$ cat src/serial_print_pkg.sv
// Constants and carrier types for the printer serial port
`default_nettype none
package serial_print_pkg;
  localparam int unsigned CLK_HZ = 40000000;
  localparam int unsigned BAUD_HI = 38400;
  localparam int unsigned BAUD_MID = 19200;
  localparam int unsigned BAUD_LO = 9600;
  // Bit periods in clock cycles, rounded down
  localparam int unsigned DIV_HI = CLK_HZ / BAUD_HI;
  localparam int unsigned DIV_MID = CLK_HZ / BAUD_MID;
  localparam int unsigned DIV_LO = CLK_HZ / BAUD_LO;
  localparam int unsigned DIV_W = 13;
  localparam int unsigned DATA_BITS = 8;
  localparam int unsigned STOP_BITS = 1;
  localparam logic [1:0] RATE_RESET = 2'h0;
  localparam logic [DIV_W-1:0] DIV_RESET = 13'h0000;
  localparam logic [7:0] CHAR_CR = 8'h0D;
  localparam logic [7:0] CHAR_LF = 8'h0A;

  typedef enum logic [1:0] {
    RATE_38400 = 2'h0,
    RATE_19200 = 2'h1,
    RATE_9600 = 2'h2
  } rate_type;

  typedef struct packed {
    logic [7:0] data;
    logic last;
  } char_type;
endpackage : serial_print_pkg
`default_nettype wire

$ cat src/char_buffer.sv
// Two-entry valid/ready buffer carrying characters to the transmitter
`timescale 1ns/100ps
`default_nettype none
module char_buffer (
  input wire logic clk, // System clock
  input wire logic rst_b, // Async reset, active low
  input wire logic ce, // Clock enable
  input wire serial_print_pkg::char_type in_data, // Incoming character
  input wire logic in_valid, // Incoming valid
  output logic in_ready, // Room available
  output serial_print_pkg::char_type out_data, // Oldest character
  output logic out_valid, // Buffer not empty
  input wire logic out_ready // Drain side takes a word
);
  serial_print_pkg::char_type mem_reg [2];
  logic wr_ptr_reg;
  logic rd_ptr_reg;
  logic [1:0] count_reg;
  wire push = in_valid && in_ready && ce;
  wire pop = out_valid && out_ready && ce;

  assign in_ready = (count_reg != 2'h2);
  assign out_valid = (count_reg != 2'h0);
  assign out_data = mem_reg[rd_ptr_reg];

  // Storage writes need no reset, only pointers and count do
  always_ff @(posedge clk) begin
    if (push) begin
      mem_reg[wr_ptr_reg] <= in_data;
    end
  end

  // Pointers and fill count
  always_ff @(posedge clk or negedge rst_b) begin
    if (!rst_b) begin
      wr_ptr_reg <= 1'b0;
      rd_ptr_reg <= 1'b0;
      count_reg <= 2'h0;
    end else begin
      if (push) wr_ptr_reg <= ~wr_ptr_reg;
      if (pop) rd_ptr_reg <= ~rd_ptr_reg;
      count_reg <= count_reg + {1'b0, push} - {1'b0, pop};
    end
  end
endmodule : char_buffer
`default_nettype wire

$ cat src/printer_serial_port.sv
// Printer serial port: record source, baud detection and 8N1 transmitter
// Overview of operation
// - Eight data bits, one stop, no parity
// - No flow control; transmit never waits
// - Autodetect 38400, 19200 or 9600 baud
// - Deliver stored records to printer as characters
// - Print-all sends every memory record in turn
// - Print key sends the displayed force value
`timescale 1ns/100ps
`default_nettype none
module printer_serial_port #(
  parameter int unsigned ADDR_W = 10, // Record memory address width
  parameter int unsigned REC_BYTES = 8 // Characters per record
) (
  input wire logic clk, // System clock, 40 MHz
  input wire logic rst_b, // Async reset, active low
  input wire logic ce, // Clock enable, freezes all state when low
  input wire logic rx_pin, // Serial receive pin from printer
  output logic tx_pin, // Serial transmit pin to printer
  input wire logic print_all, // Pulse: print every stored record
  input wire logic print_key, // Pulse: save/print key pressed
  input wire logic key_is_print, // Key configured for printing
  input wire logic [ADDR_W-1:0] rec_count, // Records held in memory
  output logic [ADDR_W-1:0] mem_addr, // Record memory address
  input wire logic [8*REC_BYTES-1:0] mem_data, // Record read data, next cycle
  input wire logic [8*REC_BYTES-1:0] live_value, // Displayed force characters
  output logic busy, // Print job in progress
  output logic [1:0] rate // Detected rate code
);
  // J_WAIT lets the record address settle for a full cycle before the fetch
  typedef enum logic [4:0] {
    J_IDLE = 5'h01,
    J_WAIT = 5'h02,
    J_FETCH = 5'h04,
    J_SEND = 5'h08,
    J_NEXT = 5'h10
  } job_type;

  // Receive pin synchroniser; the second stage and its one-cycle delay rx_prev_reg are used
  logic rx_s1_reg;
  logic rx_s2_reg;
  logic rx_prev_reg;
  always_ff @(posedge clk or negedge rst_b) begin
    if (!rst_b) begin
      rx_s1_reg <= 1'b1;
      rx_s2_reg <= 1'b1;
      rx_prev_reg <= 1'b1;
    end else if (ce) begin
      rx_s1_reg <= rx_pin;
      rx_s2_reg <= rx_s1_reg;
      rx_prev_reg <= rx_s2_reg;
    end
  end

  // Baud detection: width of shortest low pulse on the line picks the rate
  logic [15:0] low_cnt_reg;
  logic [1:0] rate_reg;
  logic seen_fast_reg; // Set by the first valid pulse
  wire rx_rise = rx_s2_reg && !rx_prev_reg;
  // Rate thresholds sit midway between neighbouring bit times; thr_min is half the fastest bit time
  wire [15:0] thr_hi = 16'((serial_print_pkg::DIV_HI + serial_print_pkg::DIV_MID) / 2);
  wire [15:0] thr_mid = 16'((serial_print_pkg::DIV_MID + serial_print_pkg::DIV_LO) / 2);
  wire [15:0] thr_min = 16'(serial_print_pkg::DIV_HI / 2);
  wire pulse_ok = rx_rise && (low_cnt_reg > thr_min);
  wire [1:0] rate_seen = (low_cnt_reg < thr_hi) ? serial_print_pkg::RATE_38400 :
                         (low_cnt_reg < thr_mid) ? serial_print_pkg::RATE_19200 :
                         serial_print_pkg::RATE_9600;
  // After the first valid pulse only faster rates are adopted, so long runs of zeros never slow it down
  wire rate_faster = pulse_ok && (rate_seen < rate_reg);
  always_ff @(posedge clk or negedge rst_b) begin
    if (!rst_b) begin
      low_cnt_reg <= 16'h0000;
      rate_reg <= serial_print_pkg::RATE_RESET;
    end else if (ce) begin
      if (rx_s2_reg) low_cnt_reg <= 16'h0000;
      else if (low_cnt_reg != 16'hFFFF) low_cnt_reg <= low_cnt_reg + 16'h0001;
      if (rate_faster || (pulse_ok && rate_reg == serial_print_pkg::RATE_38400
          && rate_seen != serial_print_pkg::RATE_38400 && !seen_fast_reg))
        rate_reg <= rate_seen;
    end
  end
  // Once any valid pulse is seen the rate only climbs
  always_ff @(posedge clk or negedge rst_b) begin
    if (!rst_b) seen_fast_reg <= 1'b0;
    else if (ce && pulse_ok) seen_fast_reg <= 1'b1;
  end
  // Rate code goes straight out; it changes only on a qualified pulse
  assign rate = rate_reg;

  // Bit time in clock cycles for the rate in force
  wire [serial_print_pkg::DIV_W-1:0] bit_div =
    (rate_reg == serial_print_pkg::RATE_38400) ? serial_print_pkg::DIV_W'(serial_print_pkg::DIV_HI) :
    (rate_reg == serial_print_pkg::RATE_19200) ? serial_print_pkg::DIV_W'(serial_print_pkg::DIV_MID) :
    serial_print_pkg::DIV_W'(serial_print_pkg::DIV_LO);

  // Job sequencer: walks records or takes the live value
  job_type job_reg;
  logic [ADDR_W-1:0] addr_reg;
  logic [8*REC_BYTES-1:0] rec_reg;
  logic [$clog2(REC_BYTES+1)-1:0] idx_reg;
  logic from_mem_reg;
  serial_print_pkg::char_type push_char;
  logic push_ready;
  // Handshake into the buffer is combinational; data comes from rec_reg
  wire push_valid = (job_reg == J_SEND);
  wire rec_done = push_valid && push_ready && (idx_reg == REC_BYTES - 1);
  // rec_count is read live, so it must hold steady while a dump runs
  wire more_recs = from_mem_reg && (addr_reg + 1'b1 < rec_count);
  assign push_char.data = rec_reg[8*REC_BYTES-1 -: 8];
  assign push_char.last = (idx_reg == REC_BYTES - 1);
  assign mem_addr = addr_reg;
  assign busy = (job_reg != J_IDLE);

  always_ff @(posedge clk or negedge rst_b) begin
    if (!rst_b) begin
      job_reg <= J_IDLE;
      addr_reg <= '0;
      rec_reg <= '0;
      idx_reg <= '0;
      from_mem_reg <= 1'b0;
    end else if (ce) begin
      case (job_reg)
        J_IDLE: begin
          addr_reg <= '0;
          idx_reg <= '0;
          // A memory dump outranks the key when both arrive together
          if (print_all && rec_count != '0) begin
            from_mem_reg <= 1'b1;
            job_reg <= J_WAIT;
          end else if (print_key && key_is_print) begin
            from_mem_reg <= 1'b0;
            rec_reg <= live_value;
            job_reg <= J_SEND;
          end
        end
        // Memory latches the settled address here; its data is valid next
        J_WAIT: begin
          job_reg <= J_FETCH;
        end
        J_FETCH: begin
          rec_reg <= mem_data;
          idx_reg <= '0;
          job_reg <= J_SEND;
        end
        // One character per accepted push, most significant byte first
        J_SEND: begin
          if (push_valid && push_ready) begin
            rec_reg <= rec_reg << 8; // Next byte to the top
            idx_reg <= idx_reg + 1'b1;
            if (rec_done) job_reg <= J_NEXT;
          end
        end
        // Step to the next record or go home
        J_NEXT: begin
          if (more_recs) begin
            addr_reg <= addr_reg + 1'b1;
            job_reg <= J_WAIT;
          end else begin
            job_reg <= J_IDLE;
          end
        end
        default: job_reg <= J_IDLE;
      endcase
    end
  end

  // Two-entry buffer absorbs transmitter stalls
  serial_print_pkg::char_type tx_char;
  logic tx_valid;
  logic tx_take;
  char_buffer u_buf (
    .clk(clk),
    .rst_b(rst_b),
    .ce(ce),
    .in_data(push_char),
    .in_valid(push_valid),
    .in_ready(push_ready),
    .out_data(tx_char),
    .out_valid(tx_valid),
    .out_ready(tx_take)
  );

  // Transmitter: 10-bit frame, start low, LSB first, one stop, no parity
  logic [9:0] shift_reg;
  logic [3:0] bits_left_reg;
  logic [serial_print_pkg::DIV_W-1:0] div_cnt_reg;
  // Bit time is frozen per frame, so a rate pulse mid-character cannot tear it
  logic [serial_print_pkg::DIV_W-1:0] frame_div_reg;
  wire tx_idle = (bits_left_reg == 4'h0);
  wire bit_end = (div_cnt_reg == frame_div_reg - 1'b1);
  // No flow-control input exists, so the frame starts as soon as a word waits
  assign tx_take = tx_idle;
  // Start, data and stop bits of one character
  localparam logic [3:0] FRAME_BITS = 4'(1 + serial_print_pkg::DATA_BITS +
                                         serial_print_pkg::STOP_BITS);
  always_ff @(posedge clk or negedge rst_b) begin
    if (!rst_b) begin
      shift_reg <= 10'h3FF;
      bits_left_reg <= 4'h0;
      div_cnt_reg <= serial_print_pkg::DIV_RESET;
      frame_div_reg <= serial_print_pkg::DIV_RESET;
    end else if (ce) begin
      if (tx_idle) begin
        div_cnt_reg <= serial_print_pkg::DIV_RESET;
        if (tx_valid) begin
          shift_reg <= {1'b1, tx_char.data, 1'b0};
          bits_left_reg <= FRAME_BITS;
          frame_div_reg <= bit_div;
        end
      end else if (bit_end) begin
        // Next bit onto the line
        div_cnt_reg <= serial_print_pkg::DIV_RESET;
        shift_reg <= {1'b1, shift_reg[9:1]};
        bits_left_reg <= bits_left_reg - 4'h1;
      end else begin
        // Count cycles within the bit
        div_cnt_reg <= div_cnt_reg + 1'b1;
      end
    end
  end
  // Line forced to mark between frames
  assign tx_pin = tx_idle ? 1'b1 : shift_reg[0];
endmodule : printer_serial_port
`default_nettype wire

$ cat config.mk
export PLATFORM = sky130hd
export DESIGN_NAME = printer_serial_port
export DESIGN_NICKNAME = d
export VERILOG_FILES = /design/src/serial_print_pkg.sv /design/src/char_buffer.sv /design/src/printer_serial_port.sv
export SDC_FILE = /design/constraint.sdc
export NUM_CORES = 1
export LEC_CHECK = 0
export ABC_AREA = 1
export BUFFER_PORTS_ARGS = -buffer_cell sky130_fd_sc_hd__buf_2
export CAP_MARGIN = 30
export CORE_MARGIN = 2
export CORE_UTILIZATION = 55
export DETAILED_ROUTE_END_ITERATION = 10
export GPL_TIMING_DRIVEN = 0
export PLACE_DENSITY = 0.79
export SLEW_MARGIN = 20
export SYNTH_ARGS = -nofsm -noshare
export SYNTH_HDL_FRONTEND = slang
export SYNTH_SLANG_ARGS = --single-unit
export TNS_END_PERCENT = 10
$ cat constraint.sdc
create_clock -name clk -period 3.2 [get_ports clk]
set_clock_uncertainty 0.15 [all_clocks]
set_input_delay 0.16 -clock clk [delete_from_list [all_inputs] [get_ports clk]]
set_output_delay 0.16 -clock clk [all_outputs]
set_load 0.01 [all_outputs]
==> flow_summary.json, run 1 <==
{
  "die_w_um": 131,
  "holdWs_ns": 0.0146,
  "fin_crit_sh_pct": 96.9,
  "outcome": "complete, no violations",
  "grt_pass1_vias": 9293,
  "clk_latency_ns": 0.43,
  "period_minus_slack_ns": 3.10,
  "synth_nets": 1299,
  "syn_area_per_cell_um2": 7.86,
  "slew_violations": 0,
  "cts_htree_levels": 4,
  "ys_seq_area_share_pct": 45.2,
  "r2r_cells": 16,
  "critPathKind": "reg2reg",
  "hold_violations": 0,
  "cts_sinks": 157,
  "n_fill_cell": 1110,
  "slew_headroom_pct": 52.4,
  "syn_to_final_growth_pct": 32.7,
  "synth_common_cells": "nand2_1 (319), inv_1 (143), dfrtp_1 (128), o21ai_0 (82), nor2_1 (60)",
  "grt_max_degree": 94,
  "cellPowerDensity_nw_per_um2": 724,
  "peakVddDrop_v": 0.000543,
  "yosysTopAreaCellShare_pct": 36.0,
  "dp_cells": 1509,
  "synth_edf_count": 16,
  "worst_slew_pin_slew_ns": 0.714,
  "ant_nets": 0,
  "cp.required_ns": 3.34,
  "dieArea_um2": 17200,
  "timing.rr.start": "mem_addr[1]$_DFFE_PN0P_",
  "fin_util_pct": 74.4,
  "largest_register_ffs": 64,
  "critPathLaunch": "mem_addr[1]$_DFFE_PN0P_",
  "synth.most_common_cell": "nand2_1",
  "synth_warnings": 0,
  "clk_pin_slew_ns": 0.06,
  "power.switching_w": 0.00325,
  "min_path_cells": 5,
  "drt-pass1-iter-count": 6,
  "cts_root_buf": "clkbuf_16",
  "comb_power_share_pct": 40.9,
  "async_flop_share_pct": 89.8,
  "numCtsBuffers": 17,
  "min-delay-start": "live_value[59]",
  "ios": 159,
  "cp_max_fo": 10,
  "first_iter_violations": 701,
  "fmax_mhz": 322,
  "gp_congestion": 0.899,
  "portBuffers": 158,
  "rows": 46,
  "syn_inst": 1134,
  "drt-total-wl_mm": 26.4,
  "netSwitchingFraction_pct": 38.0,
  "die_height_um": 131,
  "drc_errors": 0,
  "endpoint_kind": "flop",
  "yosys.area.top_type": "dfrtp_1",
  "netlist_area_um2": 8910,
  "worstPathArrival_ns": 3.24,
  "cp-start-kind": "flop",
  "synth.area.top_cells": "dfrtp_1 (36%), nand2_1 (13%), inv_1 (6.0%)",
  "hold_path_class": "in2reg",
  "grt_pass1_wl_mm": 43.5,
  "stdcell_count": 1660,
  "ys_ff_latch": 157,
  "layout-drive-gt1-share_pct": 18.2,
  "dp_hpwl_mm": 16.8,
  "wl_per_cell_um": 15.9,
  "internal_power_w": 0.00531,
  "cts_tree": "built",
  "finalNetCount": 1596,
  "clock_path_buffers": 2,
  "synth_cell_type_count": 45,
  "clockPowerShare_pct": 23.8,
  "synth_flop_cell": "dfrtp_1",
  "drv_cap": 0,
  "design.core.area_um2": 15900,
  "setup_viol": 0,
  "via_per_inst": 5.52,
  "grt_usage_pct": 31.0,
  "p_leak_nw": 5.76,
  "antenna_cells": 0,
  "antenna_found_initial": 0,
  "pwr-share-seq_pct": 35.3,
  "overflow": 0,
  "start_util_pct": 56.1,
  "vias": 9158
}
kinds of logic (layout without fill, tap and decap cells):
family,after synthesis,after routing,synth area share [%]
DFF,157,157,45.2
and+or+nand+nor,480,480,22.8
buffers and inverters,203,513,9.76
xor gates and xnor gates,30,30,2.95
AOI/OAI and AO/OA,244,244,16.5
adders and majority gates,20,20,2.81
layer usage:
| metal | global-route usage [%] | wire length (um) |
|---|---|---|
| met4 | 19.6 | 1470 |
| met1 | 35.2 | 10100 |
| met5 | 0 | 0 |
| met3 | 4.98 | 1640 |
| met2 | 54.3 | 13200 |
cell usage in the layout, fill, tap and decap left out, types with 7 or more instances in the layout:
cell type        n
nand2_1        318
buf_2          168
inv_1          143
dfrtp_1        127
dlygate4sd3_1  116
o21ai_0         82
nor2_1          59
o21ai_1         39
nand3_1         35
o211ai_1        35
a21oi_1         32
xor2_1          26
nand4_1         25
clkbuf_1        23
a22oi_1         22
ha_1            20
clkbuf_16       17
edfxtp_1        16
nor3_1          15
dfstp_2         13
buf_6           12
inv_2            9
a22o_1           8
a31oi_1          8
nor4_1           7
o31ai_1          7
power groups by stage:
stage	Combinational [W]	Clock, W	Sequential (W)
6_report	0.00350	0.00204	0.00302
5_1_grt	0.00392	0.00212	0.00308
4_1_cts	0.00336	0.00205	0.00301
3_5_place_dp	0.00302	0	0.00303
3_3_place_gp	0.00293	0	0.00300
2_1_floorplan	0.00225	0	0.00295
stage by stage:
stage / setup slack, ns / TNS (ns) / total power, W / instance area [um2]
floorplan: 0.259 / 0 / 0.00520 / 8910
finish: 0.0977 / 0 / 0.00856 / 11800
global route: -0.144 / -0.861 / 0.00912 / 11800
CTS: 0.00885 / 0 / 0.00842 / 11800
detailed placement: -0.225 / -1.44 / 0.00605 / 10000
global placement: -0.180 / -19.15 / 0.00593 / 9970
repair_timing:
| action | CTS | global route |
|---|---|---|
| resized for setup | 3 | 7 |
| hold buffers | 116 | 0 |
| endpoints found under the setup margin | 7 | 11 |
| endpoints found under the hold margin | 190 | 0 |
| pin swaps | 0 | 0 |
| setup buffers | 0 | 3 |
final timing paths:
kind                                         endpoint  slack, ns
min in group asynchronous  low_cnt_reg[4]$_DFFE_PN0P_       0.07
setup reg to reg              mem_addr[3]$_DFFE_PN0P_        0.1
hold reg to reg              shift_reg[0]$_DFFE_PN1P_       0.31
max in group asynchronous     rec_reg[52]$_DFFE_PN0P_       2.05
setup / recovery              mem_addr[3]$_DFFE_PN0P_        0.1
hold / removal                rec_reg[59]$_DFFE_PN0P_       0.01
worst max-delay path, cell delays in order, from the launching register on:
cell       delay (ns)
dfrtp_1          0.42
ha_1             0.22
nand2_1          0.09
nor2_2           0.15
nand3_1          0.16
nor3_2           0.17
xor2_1           0.16
inv_1            0.09
ha_1             0.27
nand2_1          0.06
nor2_1           0.15
nand2_1          0.09
o2111ai_2        0.25
nand2_2          0.13
nand3_4          0.11
clkbuf_4         0.20
o21ai_0          0.11
final cells by class:
type | count | area [um2] | area share [%]
buffer | 51 | 303 | 2.56
clock buffer | 22 | 484 | 4.10
clock inverter | 10 | 114 | 0.963
inverter | 152 | 571 | 4.83
multi-input combinational | 774 | 4040 | 34.2
sequential | 157 | 4030 | 34.1
tap | 216 | 270 | 2.29
timing repair buffer | 278 | 2010 | 17.0
Power figures use the tool's default switching activity.
==> run 2, diff against run 1 <==
==> constraint.sdc (replaced) <==
create_clock -name clk -period 4.05 [get_ports clk]
set_clock_uncertainty 0.15 [all_clocks]
set_input_delay 0.2025 -clock clk [delete_from_list [all_inputs] [get_ports clk]]
set_output_delay 0.2025 -clock clk [all_outputs]
set_load 0.01 [all_outputs]
==> flow_summary.json, run 2 (same netlist as run 1, synthesis figures left out) <==
{
  "cp-start-kind": "flop",
  "wl_per_cell_um": 14.7,
  "die_w_um": 131,
  "drt-pass1-iter-count": 5,
  "clk_pin_slew_ns": 0.06,
  "final_cell_mix": "nand2_1 (319), buf_2 (168), inv_1 (143)",
  "worstPathArrival_ns": 3.66,
  "tns_ns": 0,
  "cp_max_fo": 10,
  "slew_headroom_pct": 53.0,
  "grt_max_degree": 94,
  "period_minus_slack_ns": 3.53,
  "dieArea_um2": 17200,
  "finalNetCount": 1541,
  "fin_crit_sh_pct": 87.1,
  "outcome": "complete, no violations",
  "numCtsBuffers": 17,
  "via_per_inst": 5.38,
  "layout-drive-gt1-share_pct": 18.2,
  "finalPower_w": 0.00653,
  "hold_path_class": "in2reg",
  "gp_congestion": 0.899,
  "first_iter_violations": 609,
  "p_leak_nw": 5.52,
  "drc_errors": 0,
  "hold_violations": 0,
  "dp_hpwl_mm": 16.8,
  "final_common_cell": "nand2_1",
  "start_util_pct": 56.1,
  "cp.required_ns": 4.18,
  "design.core.area_um2": 15900,
  "grt_pass1_vias": 8485,
  "die_height_um": 131,
  "cellPowerDensity_nw_per_um2": 581,
  "setup_viol": 0,
  "clock_path_buffers": 2,
  "overflow": 0,
  "worst_slew_pin_slew_ns": 0.705,
  "fmax_mhz": 283,
  "endpoint_kind": "flop",
  "holdBufCountCts": 64,
  "antenna_cells": 0,
  "cts_sinks": 157,
  "rows": 46,
  "grt_usage_pct": 28.1,
  "drt-total-wl_mm": 23.6,
  "cts_htree_levels": 4,
  "ant_nets": 0,
  "drv_cap": 0,
  "cts_tree": "built",
  "antenna_found_initial": 0,
  "slew_violations": 0,
  "rsz0062_at_grt": "false",
  "post_cts_buffers": 0,
  "cts_root_buf": "clkbuf_16",
  "critPathKind": "reg2reg",
  "n_fill_cell": 1254,
  "portBuffers": 158,
  "syn_to_final_growth_pct": 26.2,
  "ios": 159,
  "clk_latency_ns": 0.43,
  "peakVddDrop_v": 0.000426,
  "vias": 8634,
  "largest_register_ffs": 64,
  "grt_pass1_wl_mm": 39.6,
  "post_cts_resized": 0
}
[run 2: cell types whose count changed in the layout (fill, tap and decap cells not counted), sizes merged]
cell         before  now
dlygate4sd3     116   64
buf             190  187
[run 2: metrics by stage]
step	util, %	cells	hold slack (ns)	area, um2	setup WS (ns)
after global placement	62.8	1508	0.275	9970	0.652
after floorplan	-	1134	-0.243	8910	1.11
after global routing	70.8	1605	0.0189	11200	0.241
after CTS	70.8	1605	0.000952	11200	0.564
after detailed placement	63.0	1509	-0.0236	10000	0.625
final	70.8	1605	0.00730	11200	0.521
[run 2: cell type report]
type                       instances  area (um2)  share of cell area, %
sequential                       157        4030                   35.8
inverter                         152         571                   5.07
tap                              216         270                   2.40
timing repair buffer             223        1470                   13.1
buffer                            51         299                   2.66
clock buffer                      22         484                   4.31
clock inverter                    10         114                   1.01
multi-input combinational        774        4010                   35.7
[run 2: metal layers]
layer / vias to the layer above / part of all wire, % / track usage, %
met2: 301 / 51 / 50.4
met1: 4062 / 41 / 33.8
li1: 4217 / - / -
met3: 54 / 5.0 / 4.09
met5: - / 0 / 0
met4: 0 / 3.0 / 12.0
[run 2: worst paths after layout]
path,end,cells past startpoint,slack [ns],start
hold reg to reg,shift_reg[0]$_DFFE_PN1P_,2,0.31,shift_reg[0]$_DFFE_PN1P_
max in group asynchronous,rec_reg[50]$_DFFE_PN0P_,3,2.86,rst_b
setup reg to reg,mem_addr[3]$_DFFE_PN0P_,16,0.52,mem_addr[0]$_DFFE_PN0P_
min in group asynchronous,low_cnt_reg[4]$_DFFE_PN0P_,2,0.11,rst_b
hold / removal,rec_reg[9]$_DFFE_PN0P_,5,0.007,mem_data[9]
setup / recovery,mem_addr[3]$_DFFE_PN0P_,16,0.52,mem_addr[0]$_DFFE_PN0P_
[run 2: critical path, stage by stage, from the launching register on]
cell and delay, ns:
dfrtp_1 0.52, ha_1 0.25, nand2_1 0.07, nor2_1 0.16
nand3_1 0.14, nor3_1 0.19, xor2_1 0.16, inv_1 0.09
ha_1 0.27, nand2_1 0.06, nor2_1 0.14, nand2_1 0.07
o2111ai_1 0.27, nand2_1 0.12, nand3_1 0.23, clkbuf_1 0.34
o21ai_0 0.16
[run 2: power breakdown]
group / internal (W) / switching (W)
logic: 0.000957 / 0.00158
clock network: 0.000971 / 0.000633
registers: 0.00214 / 0.000246
